--- src/core/line_input_ctrl_pkg.sv ---
// constants for the left line-input routing and power registers
// assumes one 100 MHz clock, plain register port with byte-wide data
// Functional notes
// - line one bit 7 picks differential wiring
// - line one codes 0-8 attenuate and connect
// - line one code 15 disconnects, reset value
// - line one bit 2 powers converter up
// - line one bits 1-0 pick soft-step rate
// - line two bit 7 picks differential wiring
// - line two codes 0-8 attenuate and connect
// - line two code 15 disconnects, reset value
// - line two bit 2 enables weak bias
// - line two bits 1-0 read zero
// - 7-bit gain, half dB, saturates 59.5
package line_input_ctrl_pkg;
  localparam logic [7:0] LINE_ONE_ADDR = 8'h13;
  localparam logic [7:0] LINE_TWO_ADDR = 8'h14;
  localparam logic [7:0] GAIN_TARGET_ADDR = 8'h0F;
  localparam logic [7:0] GAIN_STATUS_ADDR = 8'h30;
  localparam logic [7:0] FLAG_ADDR = 8'h31;
  localparam int DIFF_BIT = 7;
  localparam int LEVEL_MSB = 6;
  localparam int LEVEL_LSB = 3;
  localparam int POWER_BIT = 2;
  localparam int BIAS_BIT = 2;
  localparam int STEP_MSB = 1;
  localparam int STEP_LSB = 0;
  localparam int SETTLED_BIT = 7;
  localparam logic [7:0] LINE_ONE_RST = 8'h78;
  localparam logic [7:0] LINE_TWO_RST = 8'h78;
  localparam logic [7:0] LINE_TWO_WMASK = 8'hFC;
  localparam logic [3:0] LEVEL_MAX = 4'h8;
  localparam logic [3:0] LEVEL_DISCONNECT = 4'hF;
  localparam logic [1:0] STEP_EVERY = 2'h0;
  localparam logic [1:0] STEP_EVERY_TWO = 2'h1;
  localparam logic [6:0] GAIN_RST = 7'h00;
  localparam logic [6:0] GAIN_MAX = 7'h77;
  localparam logic [2:0] FLAGS_RST = 3'h0;
  localparam int CLK_HZ = 100_000_000;
  localparam int SAMPLE_HZ = 48_000;
  localparam int SAMPLE_CYCLES = CLK_HZ / SAMPLE_HZ;
  localparam logic [11:0] SAMPLE_LAST = 12'(SAMPLE_CYCLES - 1);
  typedef enum logic [0:0] {STEP_IDLE, STEP_RUN} step_state_t;
endpackage

--- src/core/level_decode.sv ---
// one line input's level code turned into mixer connect and attenuation
// assumes code comes from a register on the same clock
`timescale 1ns/1ps
module level_decode
  import line_input_ctrl_pkg::*;
(
  // clock and reset
  input wire logic clk_in,
  input wire logic rst_in,
  // level code
  input wire logic [3:0] level_in,
  // decoded controls
  output logic connect_out,
  output logic [4:0] atten_out,
  output logic reserved_out
);
  logic connect_d;
  // attenuation in half-dB units, three per code
  logic [4:0] atten_d;

  assign reserved_out = (level_in > LEVEL_MAX) && (level_in != LEVEL_DISCONNECT);

  always_comb
  begin
    connect_d = (level_in <= LEVEL_MAX);
    atten_d = 5'({1'b0, level_in}) + 5'({level_in, 1'b0});
    // disconnect code; reserved codes also left open
    if (!connect_d)
    begin
      atten_d = 5'h00;
    end
  end

  always_ff @(posedge clk_in)
  begin
    if (rst_in)
    begin
      connect_out <= 1'b0;
      atten_out <= 5'h00;
    end
    else
    begin
      connect_out <= connect_d;
      atten_out <= atten_d;
    end
  end
endmodule

--- src/core/gain_stepper.sv ---
// applied gain walking toward the programmed target
// assumes sample_tick_in is a one-cycle pulse per sample period
`timescale 1ns/1ps
module gain_stepper
  import line_input_ctrl_pkg::*;
(
  // clock and reset
  input wire logic clk_in,
  input wire logic rst_in,
  // control
  input wire logic sample_tick_in,
  input wire logic [1:0] mode_in,
  input wire logic [6:0] target_in,
  // applied gain
  output logic [6:0] gain_out,
  output logic settled_out
);
  step_state_t state_q;
  logic half_q;
  logic step_en;

  assign step_en = sample_tick_in && ((mode_in == STEP_EVERY) || ((mode_in == STEP_EVERY_TWO) && half_q));
  assign settled_out = (state_q == STEP_IDLE);

  always_ff @(posedge clk_in)
  begin
    if (rst_in)
      half_q <= 1'b0;
    else if (sample_tick_in)
      half_q <= ~half_q;
  end

  always_ff @(posedge clk_in)
  begin
    if (rst_in)
    begin
      gain_out <= GAIN_RST;
      state_q <= STEP_IDLE;
    end
    else if (mode_in > STEP_EVERY_TWO)
    begin
      gain_out <= target_in;
      state_q <= STEP_IDLE;
    end
    else
    begin
      case (state_q)
        STEP_IDLE:
          if (gain_out != target_in)
            state_q <= STEP_RUN;
        STEP_RUN:
          if (gain_out == target_in)
            state_q <= STEP_IDLE;
          else if (step_en)
            gain_out <= (gain_out < target_in) ? gain_out + 7'h01 : gain_out - 7'h01;
        default:
          state_q <= STEP_IDLE;
      endcase
    end
  end
endmodule

--- src/core/left_adc_line_input_control.sv ---
// register bank routing the two left line inputs into the left mixer
// assumes register port and all outputs share SYS_CLK_IN; analog side samples the outputs
//
// Implementation choice: the strobed register port.
`timescale 1ns/1ps
module left_adc_line_input_control
  import line_input_ctrl_pkg::*;
(
  // clock and reset
  input wire logic SYS_CLK_IN,
  input wire logic SYS_RST_IN,
  // register port
  input wire logic [7:0] REG_ADDR_IN,
  input wire logic [7:0] REG_WDATA_IN,
  input wire logic REG_WR_IN,
  input wire logic REG_RD_IN,
  output logic [7:0] REG_RDATA_OUT,
  // first left line input
  output logic FIRST_LEFT_LINE_DIFF_OUT,
  output logic FIRST_LEFT_LINE_CONNECT_OUT,
  output logic [4:0] FIRST_LEFT_LINE_ATTEN_OUT,
  output logic FIRST_LEFT_LINE_BIAS_OUT,
  // second left line input
  output logic SECOND_LEFT_LINE_DIFF_OUT,
  output logic SECOND_LEFT_LINE_CONNECT_OUT,
  output logic [4:0] SECOND_LEFT_LINE_ATTEN_OUT,
  output logic SECOND_LEFT_LINE_BIAS_OUT,
  // converter channel
  output logic ADC_POWER_UP_OUT,
  output logic WEAK_BIAS_EN_OUT,
  output logic [6:0] PGA_GAIN_OUT,
  output logic GAIN_SETTLED_OUT,
  output logic SAMPLE_TICK_OUT
);
  // register storage
  logic [7:0] line_one_q;
  logic [7:0] line_two_q;
  logic [6:0] gain_target_q;
  logic [2:0] flags_q;
  logic [2:0] flags_d;

  // write decode
  logic wr_line_one;
  logic wr_line_two;
  logic wr_gain;
  logic wr_flags;

  // read path
  logic [7:0] rdata_d;
  logic [7:0] rdata_q;

  // sample divider
  logic [11:0] div_q;
  logic tick_q;

  // per-input views
  logic [1:0][3:0] level_codes;
  logic [1:0] connect_w;
  logic [1:0][4:0] atten_w;
  logic [1:0] reserved_w;
  logic [1:0] bias_d;
  logic [1:0] bias_q;

  // decoded outputs
  logic diff_one_q;
  logic diff_two_q;
  logic power_q;
  logic weak_bias_q;

  // gain stepping
  logic [6:0] gain_sat;
  logic [1:0] step_mode;
  logic [6:0] gain_applied;
  logic settled_w;

  always_comb
  begin
    wr_line_one = 1'b0;
    wr_line_two = 1'b0;
    wr_gain = 1'b0;
    wr_flags = 1'b0;
    if (REG_WR_IN)
    begin
      if (REG_ADDR_IN == LINE_ONE_ADDR)
        wr_line_one = 1'b1;
      else if (REG_ADDR_IN == LINE_TWO_ADDR)
        wr_line_two = 1'b1;
      else if (REG_ADDR_IN == GAIN_TARGET_ADDR)
        wr_gain = 1'b1;
      else if (REG_ADDR_IN == FLAG_ADDR)
        wr_flags = 1'b1;
    end
  end

  // wiring, level, power, rate stored together
  always_ff @(posedge SYS_CLK_IN)
  begin
    if (SYS_RST_IN)
      line_one_q <= LINE_ONE_RST;
    else if (wr_line_one)
      line_one_q <= REG_WDATA_IN;
  end

  always_ff @(posedge SYS_CLK_IN)
  begin
    if (SYS_RST_IN)
      line_two_q <= LINE_TWO_RST;
    else if (wr_line_two)
      line_two_q <= REG_WDATA_IN & LINE_TWO_WMASK;
  end

  // codes past the top entry saturate
  always_ff @(posedge SYS_CLK_IN)
  begin
    if (SYS_RST_IN)
      gain_target_q <= GAIN_RST;
    else if (wr_gain)
      gain_target_q <= (REG_WDATA_IN[6:0] > GAIN_MAX) ? GAIN_MAX : REG_WDATA_IN[6:0];
  end

  // sticky misuse flags; a fresh event beats a clear in the same cycle
  always_comb
  begin
    flags_d = flags_q;
    if (wr_flags)
      flags_d = flags_q & ~REG_WDATA_IN[2:0];
    if (wr_line_one && reserved_w[0] == 1'b0
        && (REG_WDATA_IN[LEVEL_MSB:LEVEL_LSB] > LEVEL_MAX)
        && (REG_WDATA_IN[LEVEL_MSB:LEVEL_LSB] != LEVEL_DISCONNECT))
      flags_d[0] = 1'b1;
    if (wr_line_two
        && (REG_WDATA_IN[LEVEL_MSB:LEVEL_LSB] > LEVEL_MAX)
        && (REG_WDATA_IN[LEVEL_MSB:LEVEL_LSB] != LEVEL_DISCONNECT))
      flags_d[1] = 1'b1;
    if (wr_line_two && (REG_WDATA_IN[STEP_MSB:STEP_LSB] != 2'h0))
      flags_d[2] = 1'b1;
    // a level already reserved keeps its flag raised
    if (reserved_w[0])
      flags_d[0] = 1'b1;
    if (reserved_w[1])
      flags_d[1] = 1'b1;
  end

  always_ff @(posedge SYS_CLK_IN)
  begin
    if (SYS_RST_IN)
      flags_q <= FLAGS_RST;
    else
      flags_q <= flags_d;
  end

  // sample-rate divider; idle while the converter is down to save power
  always_ff @(posedge SYS_CLK_IN)
  begin
    if (SYS_RST_IN)
    begin
      div_q <= 12'h000;
      tick_q <= 1'b0;
    end
    else if (!power_q)
    begin
      div_q <= 12'h000;
      tick_q <= 1'b0;
    end
    else if (div_q == SAMPLE_LAST)
    begin
      div_q <= 12'h000;
      tick_q <= 1'b1;
    end
    else
    begin
      div_q <= div_q + 12'h001;
      tick_q <= 1'b0;
    end
  end

  assign level_codes[0] = line_one_q[LEVEL_MSB:LEVEL_LSB];
  assign level_codes[1] = line_two_q[LEVEL_MSB:LEVEL_LSB];

  genvar gi;
  generate
    for (gi = 0; gi < 2; gi = gi + 1)
    begin : g_input
      level_decode u_level
      (
        .clk_in(SYS_CLK_IN),
        .rst_in(SYS_RST_IN),
        .level_in(level_codes[gi]),
        .connect_out(connect_w[gi]),
        .atten_out(atten_w[gi]),
        .reserved_out(reserved_w[gi])
      );
      // bias only unselected inputs
      // decoded from the stored code so it lines up with the registered connect output
      assign bias_d[gi] = line_two_q[BIAS_BIT] && !(level_codes[gi] <= LEVEL_MAX);
    end
  endgenerate

  always_ff @(posedge SYS_CLK_IN)
  begin
    if (SYS_RST_IN)
      bias_q <= 2'h0;
    else
      bias_q <= bias_d;
  end

  // wiring mode and power, registered outputs
  always_ff @(posedge SYS_CLK_IN)
  begin
    if (SYS_RST_IN)
    begin
      diff_one_q <= 1'b0;
      diff_two_q <= 1'b0;
      power_q <= 1'b0;
      weak_bias_q <= 1'b0;
    end
    else
    begin
      diff_one_q <= line_one_q[DIFF_BIT];
      diff_two_q <= line_two_q[DIFF_BIT];
      power_q <= line_one_q[POWER_BIT];
      weak_bias_q <= line_two_q[BIAS_BIT];
    end
  end

  // no samples flow while powered down, so gain changes land at once
  assign step_mode = power_q ? line_one_q[STEP_MSB:STEP_LSB] : 2'h3;
  assign gain_sat = gain_target_q;

  gain_stepper u_stepper
  (
    .clk_in(SYS_CLK_IN),
    .rst_in(SYS_RST_IN),
    .sample_tick_in(tick_q),
    .mode_in(step_mode),
    .target_in(gain_sat),
    .gain_out(gain_applied),
    .settled_out(settled_w)
  );

  always_comb
  begin
    rdata_d = 8'h00;
    if (REG_ADDR_IN == LINE_ONE_ADDR)
      rdata_d = line_one_q;
    else if (REG_ADDR_IN == LINE_TWO_ADDR)
      rdata_d = line_two_q & LINE_TWO_WMASK;
    else if (REG_ADDR_IN == GAIN_TARGET_ADDR)
      rdata_d = {1'b0, gain_target_q};
    else if (REG_ADDR_IN == GAIN_STATUS_ADDR)
      rdata_d = {settled_w, gain_applied};
    else if (REG_ADDR_IN == FLAG_ADDR)
      rdata_d = {5'h00, flags_q};
  end

  // read data valid only in the cycle after the strobe
  always_ff @(posedge SYS_CLK_IN)
  begin
    if (SYS_RST_IN)
      rdata_q <= 8'h00;
    else if (REG_RD_IN)
      rdata_q <= rdata_d;
    else
      rdata_q <= 8'h00;
  end

  assign REG_RDATA_OUT = rdata_q;
  assign FIRST_LEFT_LINE_DIFF_OUT = diff_one_q;
  assign FIRST_LEFT_LINE_CONNECT_OUT = connect_w[0];
  assign FIRST_LEFT_LINE_ATTEN_OUT = atten_w[0];
  assign FIRST_LEFT_LINE_BIAS_OUT = bias_q[0];
  assign SECOND_LEFT_LINE_DIFF_OUT = diff_two_q;
  assign SECOND_LEFT_LINE_CONNECT_OUT = connect_w[1];
  assign SECOND_LEFT_LINE_ATTEN_OUT = atten_w[1];
  assign SECOND_LEFT_LINE_BIAS_OUT = bias_q[1];
  assign ADC_POWER_UP_OUT = power_q;
  assign WEAK_BIAS_EN_OUT = weak_bias_q;
  assign PGA_GAIN_OUT = gain_applied;
  assign GAIN_SETTLED_OUT = settled_w;
  assign SAMPLE_TICK_OUT = tick_q;
endmodule

--- config.mk ---
export PLATFORM = sky130hd
export DESIGN_NAME = left_adc_line_input_control
export DESIGN_NICKNAME = d
export VERILOG_FILES = /design/src/core/line_input_ctrl_pkg.sv /design/src/core/level_decode.sv /design/src/core/gain_stepper.sv /design/src/core/left_adc_line_input_control.sv
export SDC_FILE = /design/constraint.sdc
export NUM_CORES = 1
export LEC_CHECK = 0
export BUFFER_PORTS_ARGS = -buffer_cell sky130_fd_sc_hd__buf_2
export CAP_MARGIN = 5
export CORE_MARGIN = 1
export CORE_UTILIZATION = 35
export DETAILED_ROUTE_END_ITERATION = 10
export GPL_TIMING_DRIVEN = 0
export PLACE_DENSITY = 0.55
export SLEW_MARGIN = 20
export SYNTH_ARGS = -nofsm -noshare
export SYNTH_HDL_FRONTEND = slang
export SYNTH_SLANG_ARGS = --single-unit
export TNS_END_PERCENT = 30
--- constraint.sdc ---
create_clock -name SYS_CLK_IN -period 4.5 [get_ports SYS_CLK_IN]
set_input_delay 0.225 -clock SYS_CLK_IN [delete_from_list [all_inputs] [get_ports SYS_CLK_IN]]
set_output_delay 0.225 -clock SYS_CLK_IN [all_outputs]
set_load 0.05 [all_outputs]
* Yosys cells after proc, flatten, opt, wreduce, memory -nomap -nowiden
Index checks and enable logic that the tools add are counted.
** Storage, ports and cells
- Register bits :: 72
- Latch bits :: 0
- Memory bits (writable) :: 0
- Memory bits (read-only) :: 0
- Input bits :: 20
- Output and inout bits :: 35
- Memories :: 0
** Operators by class
- Add/subtract/negate cells :: 5
- Multipliers :: 0
- Divide/modulo/power cells :: 0
- $lt $le $gt $ge :: 8
- Equality and inequality tests :: 13
- Shift-type cells :: 0
- Multiplexer cells :: 36
- Bitwise gates (word level) :: 9
- Reductions and logical operators :: 29
** Operators by type and width (number)
- $mux 7 :: 6
- $mux 8 :: 4
- $mux 1 :: 22
- $eq 8x5->1 const B :: 2
- $eq 8x6->1 const B :: 2
- $add 12x1->12 const B :: 1
- $eq 12x12->1 const B :: 1
- $gt 4x4->1 const B :: 3
- $logic_and 1x1->1 :: 12
- $ne 4x4->1 const B :: 3
- $add 4x5->5 :: 2
- $reduce_or 2->1 :: 5
- $eq 8x4->1 const B :: 1
- $le 4x4->1 const B :: 2
- $reduce_bool 2->1 :: 4
- $add 7x1->7 const B :: 1
- $eq 7x7->1 :: 1
- $gt 7x7->1 const B :: 1
- $lt 7x7->1 :: 1
- $ne 7x7->1 :: 1
- $not 1->1 :: 7
- $sub 7x1->7 const B :: 1
- $mux 3 :: 2
- $reduce_bool 3->1 :: 2
- 12 further kinds :: 13

* Longest topological paths before layout
Gate-level depths: netlist of the first run.
- Depth in word-level cells :: 9
- Gate-level depth with buffers :: 11

* Hierarchy
A second synthesis of the first run with hierarchy kept.
** Second synthesis, totals
- Cell total of the unflattened synthesis :: 398
- Area total of the unflattened synthesis :: 3727.3 um2
** Modules (own cells, without submodules)
- left_adc_line_input_control :: instances 1, cells an instance 246, area each 2268.4 um2
- gain_stepper :: instances 1, cells an instance 92, area each 823.3 um2
- level_decode :: instances 2, cells an instance 30, area each 317.8 um2

* Least setup slack after synthesis of the first run
Ideal clock, no wire load.
- Kind :: register -> register
- Start :: reg u_stepper.gain_out[2]
- End :: reg u_stepper.gain_out[6]
- Library setup time :: 0.137 ns
- Data arrival time :: 2.963 ns
- Data required time :: 4.363 ns
- Slack :: 1.400 ns
- Stages on the path, launching flop included :: 10
- Clock period less this slack :: 3.100 ns
- Cells stage by stage :: dfxtp_1 > ha_1 > nor2b_1 > a221oi_1 > o21ai_0 > ha_1 > a211oi_1 > or4b_1 > o2111ai_1 > o221ai_1
** Between the ends
- Cells in the longest elaborated chain, start to end :: 6
- Elaborated cells on any way between the ends :: 11
** RTL lines
- from (decl) :: line gain_stepper.sv:15 : output logic [6:0] gain_out,
- from (signal assigned) :: line gain_stepper.sv:42 : gain_out <= target_in;
- from (signal assigned) :: line gain_stepper.sv:55 : gain_out <= (gain_out < target_in) ? gain_out + 7'h01 : gain_out - 7'h01;
- $sub 7x1->7, or another cell as far along :: line gain_stepper.sv:55
- $mux 7 :: line gain_stepper.sv:55
- $mux 7 :: line gain_stepper.sv:54 : else if (step_en)
- $mux 7 :: line gain_stepper.sv:52 : if (gain_out == target_in)
- $mux 7 :: line gain_stepper.sv:47 : case (state_q)
- $mux 7 :: line gain_stepper.sv:40 : else if (mode_in > STEP_EVERY_TWO)
Several ways; a longest one is shown, not always the timed one. The select of a mux whose other input is x is not followed.
A chain may end at the register's enable or synchronous reset.

* Final worst setup path of the first run
- Start :: reg u_stepper.gain_out[0]
- End :: reg u_stepper.gain_out[6]
The elaborated chain is that of the path after synthesis.

==> results by stage, run 1 <==
Synthesis:
- The number of enable-type register cells in the synthesized netlist is 0.
- The most instantiated flip-flop cell in the synthesis netlist is sky130_fd_sc_hd__dfxtp_1.
- The sequential-to-total area share from yosys stat is 0.406.
- After synthesis, the cell types taking the most area are sky130_fd_sc_hd__dfxtp_1, sky130_fd_sc_hd__ha_1, sky130_fd_sc_hd__nand2_1.
- The Yosys step of the flow raised 0 warnings.
- The average instance in the mapped netlist occupies between 8 and 9 sq um.
- The instance count of the mapped netlist is approximately 400.
- The number of synthesized register bits is 72.
- The total nets after synthesis is roughly 450.
- The cell accounting for the most synthesized area is sky130_fd_sc_hd__dfxtp_1.
- Of all flip-flops after synthesis, the portion carrying an async set or reset was 0.
- Counting distinct cell types in the post-synthesis netlist gives 56.
- The share of synthesized area in the top cell type comes to 0.406.
- The cell area that synthesis handed to floorplanning was approximately 3600 sq um.

Worst setup path:
- In this run the critical register-to-register path is captured at u_stepper.gain_out[6].
- For the worst setup path, the data required time is about 4.7 ns.
- The worst reg-to-reg setup slack is 1.30 ns.
- The worst register-to-register path begins at u_stepper.gain_out[0].
- The number of cells on the worst reg-to-reg path is 10.
- By startpoint and endpoint, the worst setup path is classified as flip-flop to flip-flop.
- The arrival time of data at the critical path endpoint is 3.40 ns.
- The startpoint class of the critical path is a flip-flop.
- Of all nets on the critical path, the largest fanout is 8.
- The worst setup path is captured at a flip-flop.
- The timing endpoint of the critical path is u_stepper.gain_out[6].
- Tracing the worst setup path back leads to its startpoint at u_stepper.gain_out[0].

Timing:
- The final count of hold timing violations came to 0.
- The routed design could run at a clock period as short as 3.20 ns.
- At the pin with the least slew margin, the transition time is between 0.9 and 1 ns.
- The headroom to the max-slew limit is 0.343.
- The clock arrives with ~0.014 ns of skew.
- After routing, the total negative slack on setup checks comes to 0 ns.
- Setup violations remaining at the end of the flow were counted as 0.
- On the final layout, the worst hold slack is about 0.14 ns.
- Based on the critical path, the design can be clocked at up to approximately 310 MHz.
- The final count of pins violating max slew is 0.
- The ratio of final minimum period to clock period is 0.710.
- Setup repair after global routing left no endpoint under its margin.

Routing:
- Summing over every cut layer, the via total after detailed routing is around 3k.
- The wire length on met3 is about 380 um.
- For this run, the detailed router's first-pass iteration total came to 4.
- The remaining antenna violation count is 0.
- The met2 wire length is about 3.8 mm.
- The uppermost layer routed is met4.
- In the final routing, the length of wire on met1 measures between 4 and 5 mm.
- The routed design has 8.70 mm of wire.
- The post-detailed-route DRC marker count is 0.
- In this run, the number of DRC markers left after iteration 0 of detailed routing was around 170.
- The via density per instance is roughly 5.0.
- The per-cell routed wire length is 14.5 um.

Layout:
- Compared with the post-synthesis result, the final layout area differs by 18.1%.
- The library cell used most frequently in the layout, excluding fill and tap cells, is sky130_fd_sc_hd__dfxtp_1.
- Leaving out fill and tap cells, the most frequent cells in the layout are sky130_fd_sc_hd__dfxtp_1, sky130_fd_sc_hd__buf_2, sky130_fd_sc_hd__nand2_1.
- In the final layout, the share of cells above drive strength 1 is 0.186.
- The final net count is 510.
- The antenna diode count is 0.

Run status:
- The run finished with clean final reports.

Power and ir drop:
- The internal portion of the total power is between 0.9 and 1 mW.
- Summed over all cells, the static leakage comes to around 1.8 nW.
- Of the total power, combinational logic draws 0.040.
- The largest voltage drop on the vdd net is about 0.14 mV.
- The switching share of power is 0.242.
- The net switching power of the design is approximately 0.30 mW.
- The sequential cell fraction of total power is 0.522.
- Of the total power, the clock network draws 0.438.
- Dividing total power by cell area gives a power density of 292 nW/um^2.

Die:
- In this run the horizontal extent of the chip is between 100 and 150 um.
- The core region is 9820 sq um.
- The die covers 10600 sq um.
- In this run the vertical extent of the chip is about 100 um.
- The I/O pin count is 55.
- The number of rows created at floorplan is 36.
- For this configuration, the core starts out at a cell density of 0.362.

CTS:
- The longest clock path from root to sink contains 2 buffers.
- The clock net in this run drives a total of around 70 sinks.
- Clock tree synthesis inserted a total of 9 buffers.
- In this run the post-CTS setup repair buffer count came out at 0.
- The number of gates resized after CTS is 0.
- The insertion delay to the later sink of the worst-skew pair is 0.35 ns.
- The H-tree depth reported by CTS is 3.
- After clock tree synthesis, the clock-pin slew on the worst setup and hold paths is ~0.080 ns.
- TritonCTS built the clock tree.
- Hold repair after CTS inserted 0 buffers.
- The root buffer cell chosen for the clock tree is sky130_fd_sc_hd__clkbuf_8.

GRT:
- The leftover overflow at the end of global routing is 0.
- The global-route total usage across every layer is 0.179.
- The number of antenna violations at the first check in global routing is 0.
- The global-route wire length before repair is roughly 14 mm.
- The number of global-route vias before repair is 2779.
- Entering global routing, the biggest net connects 14 pins.

Job:
- The total of max-cap violations is 0.

Placement:
- The half-perimeter wire length of the detailed placement result is around 6.5 mm.
- The weighted congestion at the end of routability-driven global placement is 0.789.
- The number of I/O port buffers is between 50 and 60.

Worst hold path:
- The type of the worst min-delay path is primary input to flip-flop.
==> registers in the layout, indices dropped and copies added (netlist names), 3 cells and up <==
signal and flops:
REG_RDATA_OUT 8, div_q 12, flags_q 3, g_input.u_level.atten_out 10, gain_sat 7, line_one_q 8
line_two_q 6, u_stepper.gain_out 7
==> power by group through the flow <==
stage	clock [mW]	combinational, mW	sequential [mW]
after global routing	0.580	0.0534	0.638
final	0.535	0.0491	0.638
after global placement	0	0.0481	0.653
after floorplan	0	0.0221	0.654
after detailed placement	0	0.0485	0.653
after CTS	0.551	0.0488	0.638
==> cells in the mapped netlist, types with 3 or more instances <==
| master | instances |
|---|---|
| sky130_fd_sc_hd__a21o_1 | 8 |
| sky130_fd_sc_hd__nand3b_1 | 11 |
| sky130_fd_sc_hd__mux2i_1 | 3 |
| sky130_fd_sc_hd__nor2b_1 | 8 |
| sky130_fd_sc_hd__nand2_1 | 43 |
| sky130_fd_sc_hd__nand2b_1 | 3 |
| sky130_fd_sc_hd__or2_2 | 3 |
| sky130_fd_sc_hd__a21oi_1 | 21 |
| sky130_fd_sc_hd__and3_1 | 5 |
| sky130_fd_sc_hd__xnor2_1 | 11 |
| sky130_fd_sc_hd__a211oi_1 | 9 |
| sky130_fd_sc_hd__xor2_1 | 9 |
| sky130_fd_sc_hd__nand3_1 | 17 |
| sky130_fd_sc_hd__dfxtp_1 | 72 |
| sky130_fd_sc_hd__nor3b_1 | 6 |
| sky130_fd_sc_hd__nand4_1 | 7 |
| sky130_fd_sc_hd__a222oi_1 | 6 |
| sky130_fd_sc_hd__a22oi_1 | 3 |
| sky130_fd_sc_hd__inv_1 | 23 |
| sky130_fd_sc_hd__clkbuf_1 | 5 |
| sky130_fd_sc_hd__and2_1 | 4 |
| sky130_fd_sc_hd__ha_1 | 24 |
| sky130_fd_sc_hd__buf_2 | 5 |
| sky130_fd_sc_hd__nor2_1 | 42 |
| sky130_fd_sc_hd__fa_1 | 3 |
| sky130_fd_sc_hd__o21ai_0 | 9 |
==> final cells by class <==
type / count / area (sq um)
inverter: 23 / 86.3
multi-input combinational: 290 / 1960
timing repair buffer: 54 / 270
buffer: 13 / 62.6
sequential: 72 / 1440
tap: 133 / 166
clock inverter: 6 / 67.6
fill: 1042 / 5630
clock buffer: 10 / 138
==> routing by layer <==
| layer | global-route usage | vias to the layer above |
|---|---|---|
| met2 | 0.270 | 67 |
| li1 | - | 1538 |
| met5 | 0 | - |
| met1 | 0.253 | 1374 |
| met3 | 0.0386 | 7 |
| met4 | 0.0538 | 0 |
==> through the flow <==
stage	util	cells	power, mW	area, sq um	setup slack [ns]
final	0.427	601	1.22	4190	1.30
after CTS	0.427	601	1.24	4190	1.28
after global placement	0.406	585	0.701	3990	1.35
after detailed placement	0.406	585	0.702	3990	1.30
after floorplan	-	398	0.676	3550	1.40
after global routing	0.427	601	1.27	4190	0.986
==> worst min path at each step <==
stage / from / to / slack, ns / cells past startpoint
floorplan: SYS_RST_IN / WEAK_BIAS_EN_OUT / 0.31 / 1
global placement: flags_q[2] / flags_q[2] / 0.44 / 2
detailed placement: flags_q[2] / flags_q[2] / 0.45 / 2
CTS: REG_WDATA_IN[7] / line_two_q[7] / 0.12 / 3
global route: REG_WDATA_IN[7] / line_one_q[7] / 0.15 / 3
finish: REG_WDATA_IN[7] / line_two_q[7] / 0.14 / 3
==> cells by family after synthesis <==
logic type	Yosys count	share of synthesized area
adders and majority gates	27	0.101
DFF	72	0.406
AOI/OAI and AO/OA	73	0.142
buffers and inverters	36	0.0419
and+or+nand+nor	167	0.251
muxes	3	0.00846
xor gates and xnor gates	20	0.0493
==> worst max-delay path: stages, from the launching register on <==
cell and delay (ns):
sky130_fd_sc_hd__dfxtp_1 0.52, sky130_fd_sc_hd__inv_1 0.08, sky130_fd_sc_hd__ha_1 0.20, sky130_fd_sc_hd__nor2b_1 0.11, sky130_fd_sc_hd__a221oi_1 0.09, sky130_fd_sc_hd__o21ai_0 0.78
sky130_fd_sc_hd__fa_1 0.39, sky130_fd_sc_hd__a211oi_1 0.10, sky130_fd_sc_hd__or4b_1 0.51, sky130_fd_sc_hd__o2111ai_1 0.13, sky130_fd_sc_hd__o221ai_1 0.15
Power figures use the tool's default switching activity.
==> run 2: changes to the inputs <==
PLACE_DENSITY = 0.57   (was 0.55)
clock period = 2.9 ns   (was 4.5 ns; I/O delays follow)
==> results by stage, run 2 (synthesized netlist as in run 1, its figures left out) <==
Power and ir drop:
- The sequential cell fraction of total power is 0.515 (-0.007).
- The combinational group share of total power is 0.041 (about the same).
- The switching share of power is 0.222 (-0.0193).
- The part of the total power dissipated in the clock network was 0.444 (+0.006).
- The overall power is 1.92 mW (+57%).
- The static power due to leakage is 1.82 nW (+0.88%).
- The internal power component is 1.49 mW (+61%).
- The largest voltage drop on the vdd net is 0.150 mV (+6.4%).
- The net switching power of the design is 0.427 mW (+45%).
- The power density of the placed cells came to 450 nW/um^2 (+54%).

Layout:
- In the layout the commonest cells are sky130_fd_sc_hd__dfxtp_1, sky130_fd_sc_hd__buf_2, sky130_fd_sc_hd__nand2_1.
- The count of placed standard cells in the final layout, fillers left out was 601 (unchanged).
- The register with the highest flop count is div_q.
- The antenna diode count is 0 (unchanged).
- In the final layout, the registers with the most flip-flops are div_q (12), g_input.u_level.atten_out (10).
- The share of final-layout standard cells stronger than drive strength 1 came to 0.199 (+0.0128).
- The core utilization of the finished layout is 0.435 (+0.00790).
- The most common cell after layout, fill and taps aside is sky130_fd_sc_hd__dfxtp_1.
- The flip-flop count of the largest register, all copies and words added is 12 (unchanged).
- The number of filler cells placed in the layout is 1017 (-2.4%).
- The final net count is 511 (+0.20%).
- The layout overhead on the synthesized area is 20.3%.

GRT:
- The number of antenna violations at the first check in global routing is 0 (unchanged).
- The number of global-route vias before repair is 2863 (+3.0%).
- The largest net degree at the start of global routing is 12 (-2).
- The global-route wire length before repair came to 14.1 mm (-1.0%).
- The leftover overflow at the end of global routing is 0 (unchanged).
- The global-route total usage across every layer is 0.177 (-0.00170).

Timing:
- The final count of pins violating max slew is 0 (unchanged).
- The transition time at the pin with the least slew margin is 0.567 ns (-0.408 ns).
- The ratio of final minimum period to clock period came to 0.939 (+0.229).
- The maximum clock skew at final layout was 0.0108 ns (-0.00345 ns).
- The headroom to the max-slew limit was 0.619 (+0.276).
- The final-layout worst hold slack came to 0.0468 ns (-0.0924 ns).
- The post-route minimum period is 2.72 ns (-0.474 ns).
- The maximum clock rate came to 367 MHz (+17%).
- The count of endpoints failing setup in the final report was 0 (unchanged).
- The final count of hold timing violations is 0 (unchanged).

CTS:
- The H-tree depth reported by CTS is 3 (unchanged).
- The buffer levels on the longest clock path came to 2 (unchanged).
- The clock-pin slew reported for the worst setup and hold paths after clock tree synthesis is 0.08 ns (about the same).
- The clock root buffer is sky130_fd_sc_hd__clkbuf_8.
- The quantity of hold-fixing buffers added after cts is 0 (unchanged).
- The number of buffers created by CTS is 9 (unchanged).
- TritonCTS built the clock tree.
- The insertion delay to the later sink of the worst-skew pair is 0.36 ns (about the same).
- The sink count of the clock tree came to 72 (unchanged).

Placement:
- The half-perimeter wire length of the detailed placement result came to 6.39 mm (-2.0%).
- The number of I/O port buffers was 54 (unchanged).
- The total placed cells including tap cells is 585 (unchanged).
- The weighted congestion at the end of routability-driven global placement is 0.793 (+0.41%).

Job:
- The total of max-cap violations is 0 (unchanged).

Worst setup path:
- The worst setup path is launched from a flip-flop.
- The arrival time of data at the critical path endpoint is 3.00 ns (-0.40 ns).
- The worst setup path is captured at a flip-flop.
- The number of cells on the worst reg-to-reg path came to 11 (+1).
- The endpoint required time on the critical path is 3.18 ns (-1.53 ns).
- The type of the setup path with the least slack is flip-flop to flip-flop.
- The worst-path maximum fanout was 6 (-2).

Routing:
- The post-detailed-route DRC marker count was 0 (unchanged).
- The number of detailed-routing iterations run before antenna repair is 4 (unchanged).
- The via density per instance is 5.11 (+2.8%).
- The total wire length after detailed routing is 8.69 mm (about the same).
- The per-cell routed wire length is 14.5 um (about the same).
- The first-iteration detailed-routing DRC count is 161 (-4.2%).
- The routed via count is 3070 (+2.8%).
- The remaining antenna violation count is 0 (unchanged).

Die:
- The effective utilization at floorplan is 0.362 (unchanged).
- The I/O pin count is 55 (unchanged).
- The number of rows created at floorplan is 36 (unchanged).
- The height of the die was 103 um (unchanged).
- The die outline width is 103 um (unchanged).
- The core area is 9820 sq um (unchanged).
- The full die area is 10600 sq um (unchanged).

Run status:
- The run finished with clean final reports.

Worst hold path:
- The number of instances on the worst hold path is 3 (unchanged).
- The type of the worst min-delay path is primary input to flip-flop.
-- run 2: worst paths after layout --
| check | from | end | slack, ns |
|---|---|---|---|
| max | gain_sat[2] | u_stepper.gain_out[4] | 0.18 |
| min | REG_WDATA_IN[7] | line_one_q[7] | 0.05 |
| max reg2reg | gain_sat[2] | u_stepper.gain_out[4] | 0.18 |
| min reg2reg | flags_q[2] | flags_q[2] | 0.48 |
-- run 2: final cells by class --
class,count,area [sq um],share of cell area
Multi-Input combinational cell,290,2030,0.476
Tap cell,133,166,0.0390
Clock buffer,11,131,0.0308
Timing Repair Buffer,55,278,0.0650
Clock inverter,4,70.1,0.0164
Sequential cell,72,1440,0.338
Inverter,23,86.3,0.0202
Buffer,13,62.6,0.0146
-- run 2: power by group through the flow --
stage                     Sequential [mW]  Combinational, mW  Clock, mW
after floorplan                      1.01             0.0343          0
after global placement               1.01             0.0744          0
after detailed placement             1.01             0.0753          0
after CTS                           0.990             0.0757      0.873
after global routing                0.990             0.0858      0.903
final                               0.990             0.0786      0.853
-- run 2: timing repair --
action,in CTS,in global routing
pin swaps,0,2
resized for setup,1,7
buffers inserted,0,1
setup endpoints to repair,1,3
-- run 2: critical path, cell delays in order (launching register included) --
cell and delay [ns]:
sky130_fd_sc_hd__dfxtp_1 0.38, sky130_fd_sc_hd__inv_1 0.07, sky130_fd_sc_hd__ha_1 0.31, sky130_fd_sc_hd__nor2b_1 0.15, sky130_fd_sc_hd__a221oi_2 0.30, sky130_fd_sc_hd__o21ai_4 0.16, sky130_fd_sc_hd__fa_1 0.47, sky130_fd_sc_hd__a21o_1 0.18
sky130_fd_sc_hd__a21oi_1 0.16, sky130_fd_sc_hd__xnor2_1 0.13, sky130_fd_sc_hd__mux2i_1 0.09, sky130_fd_sc_hd__a211oi_1 0.24
-- run 2: per-stage QoR --
stage | setup TNS, ns | worst slack [ns] | instance area, sq um
floorplan | 0 | 0.000810 | 3550
global placement | -0.0266 | -0.0266 | 3990
detailed placement | -0.0787 | -0.0787 | 3990
CTS | 0 | 0.00688 | 4190
global route | -0.0111 | -0.0111 | 4270
finish | 0 | 0.177 | 4270
-- run 2: per-layer routing --
metal  part of all wire  global-route usage
met4              0.029              0.0813
met2               0.42               0.262
met3              0.064              0.0407
met5                  0                   0
met1               0.48               0.244
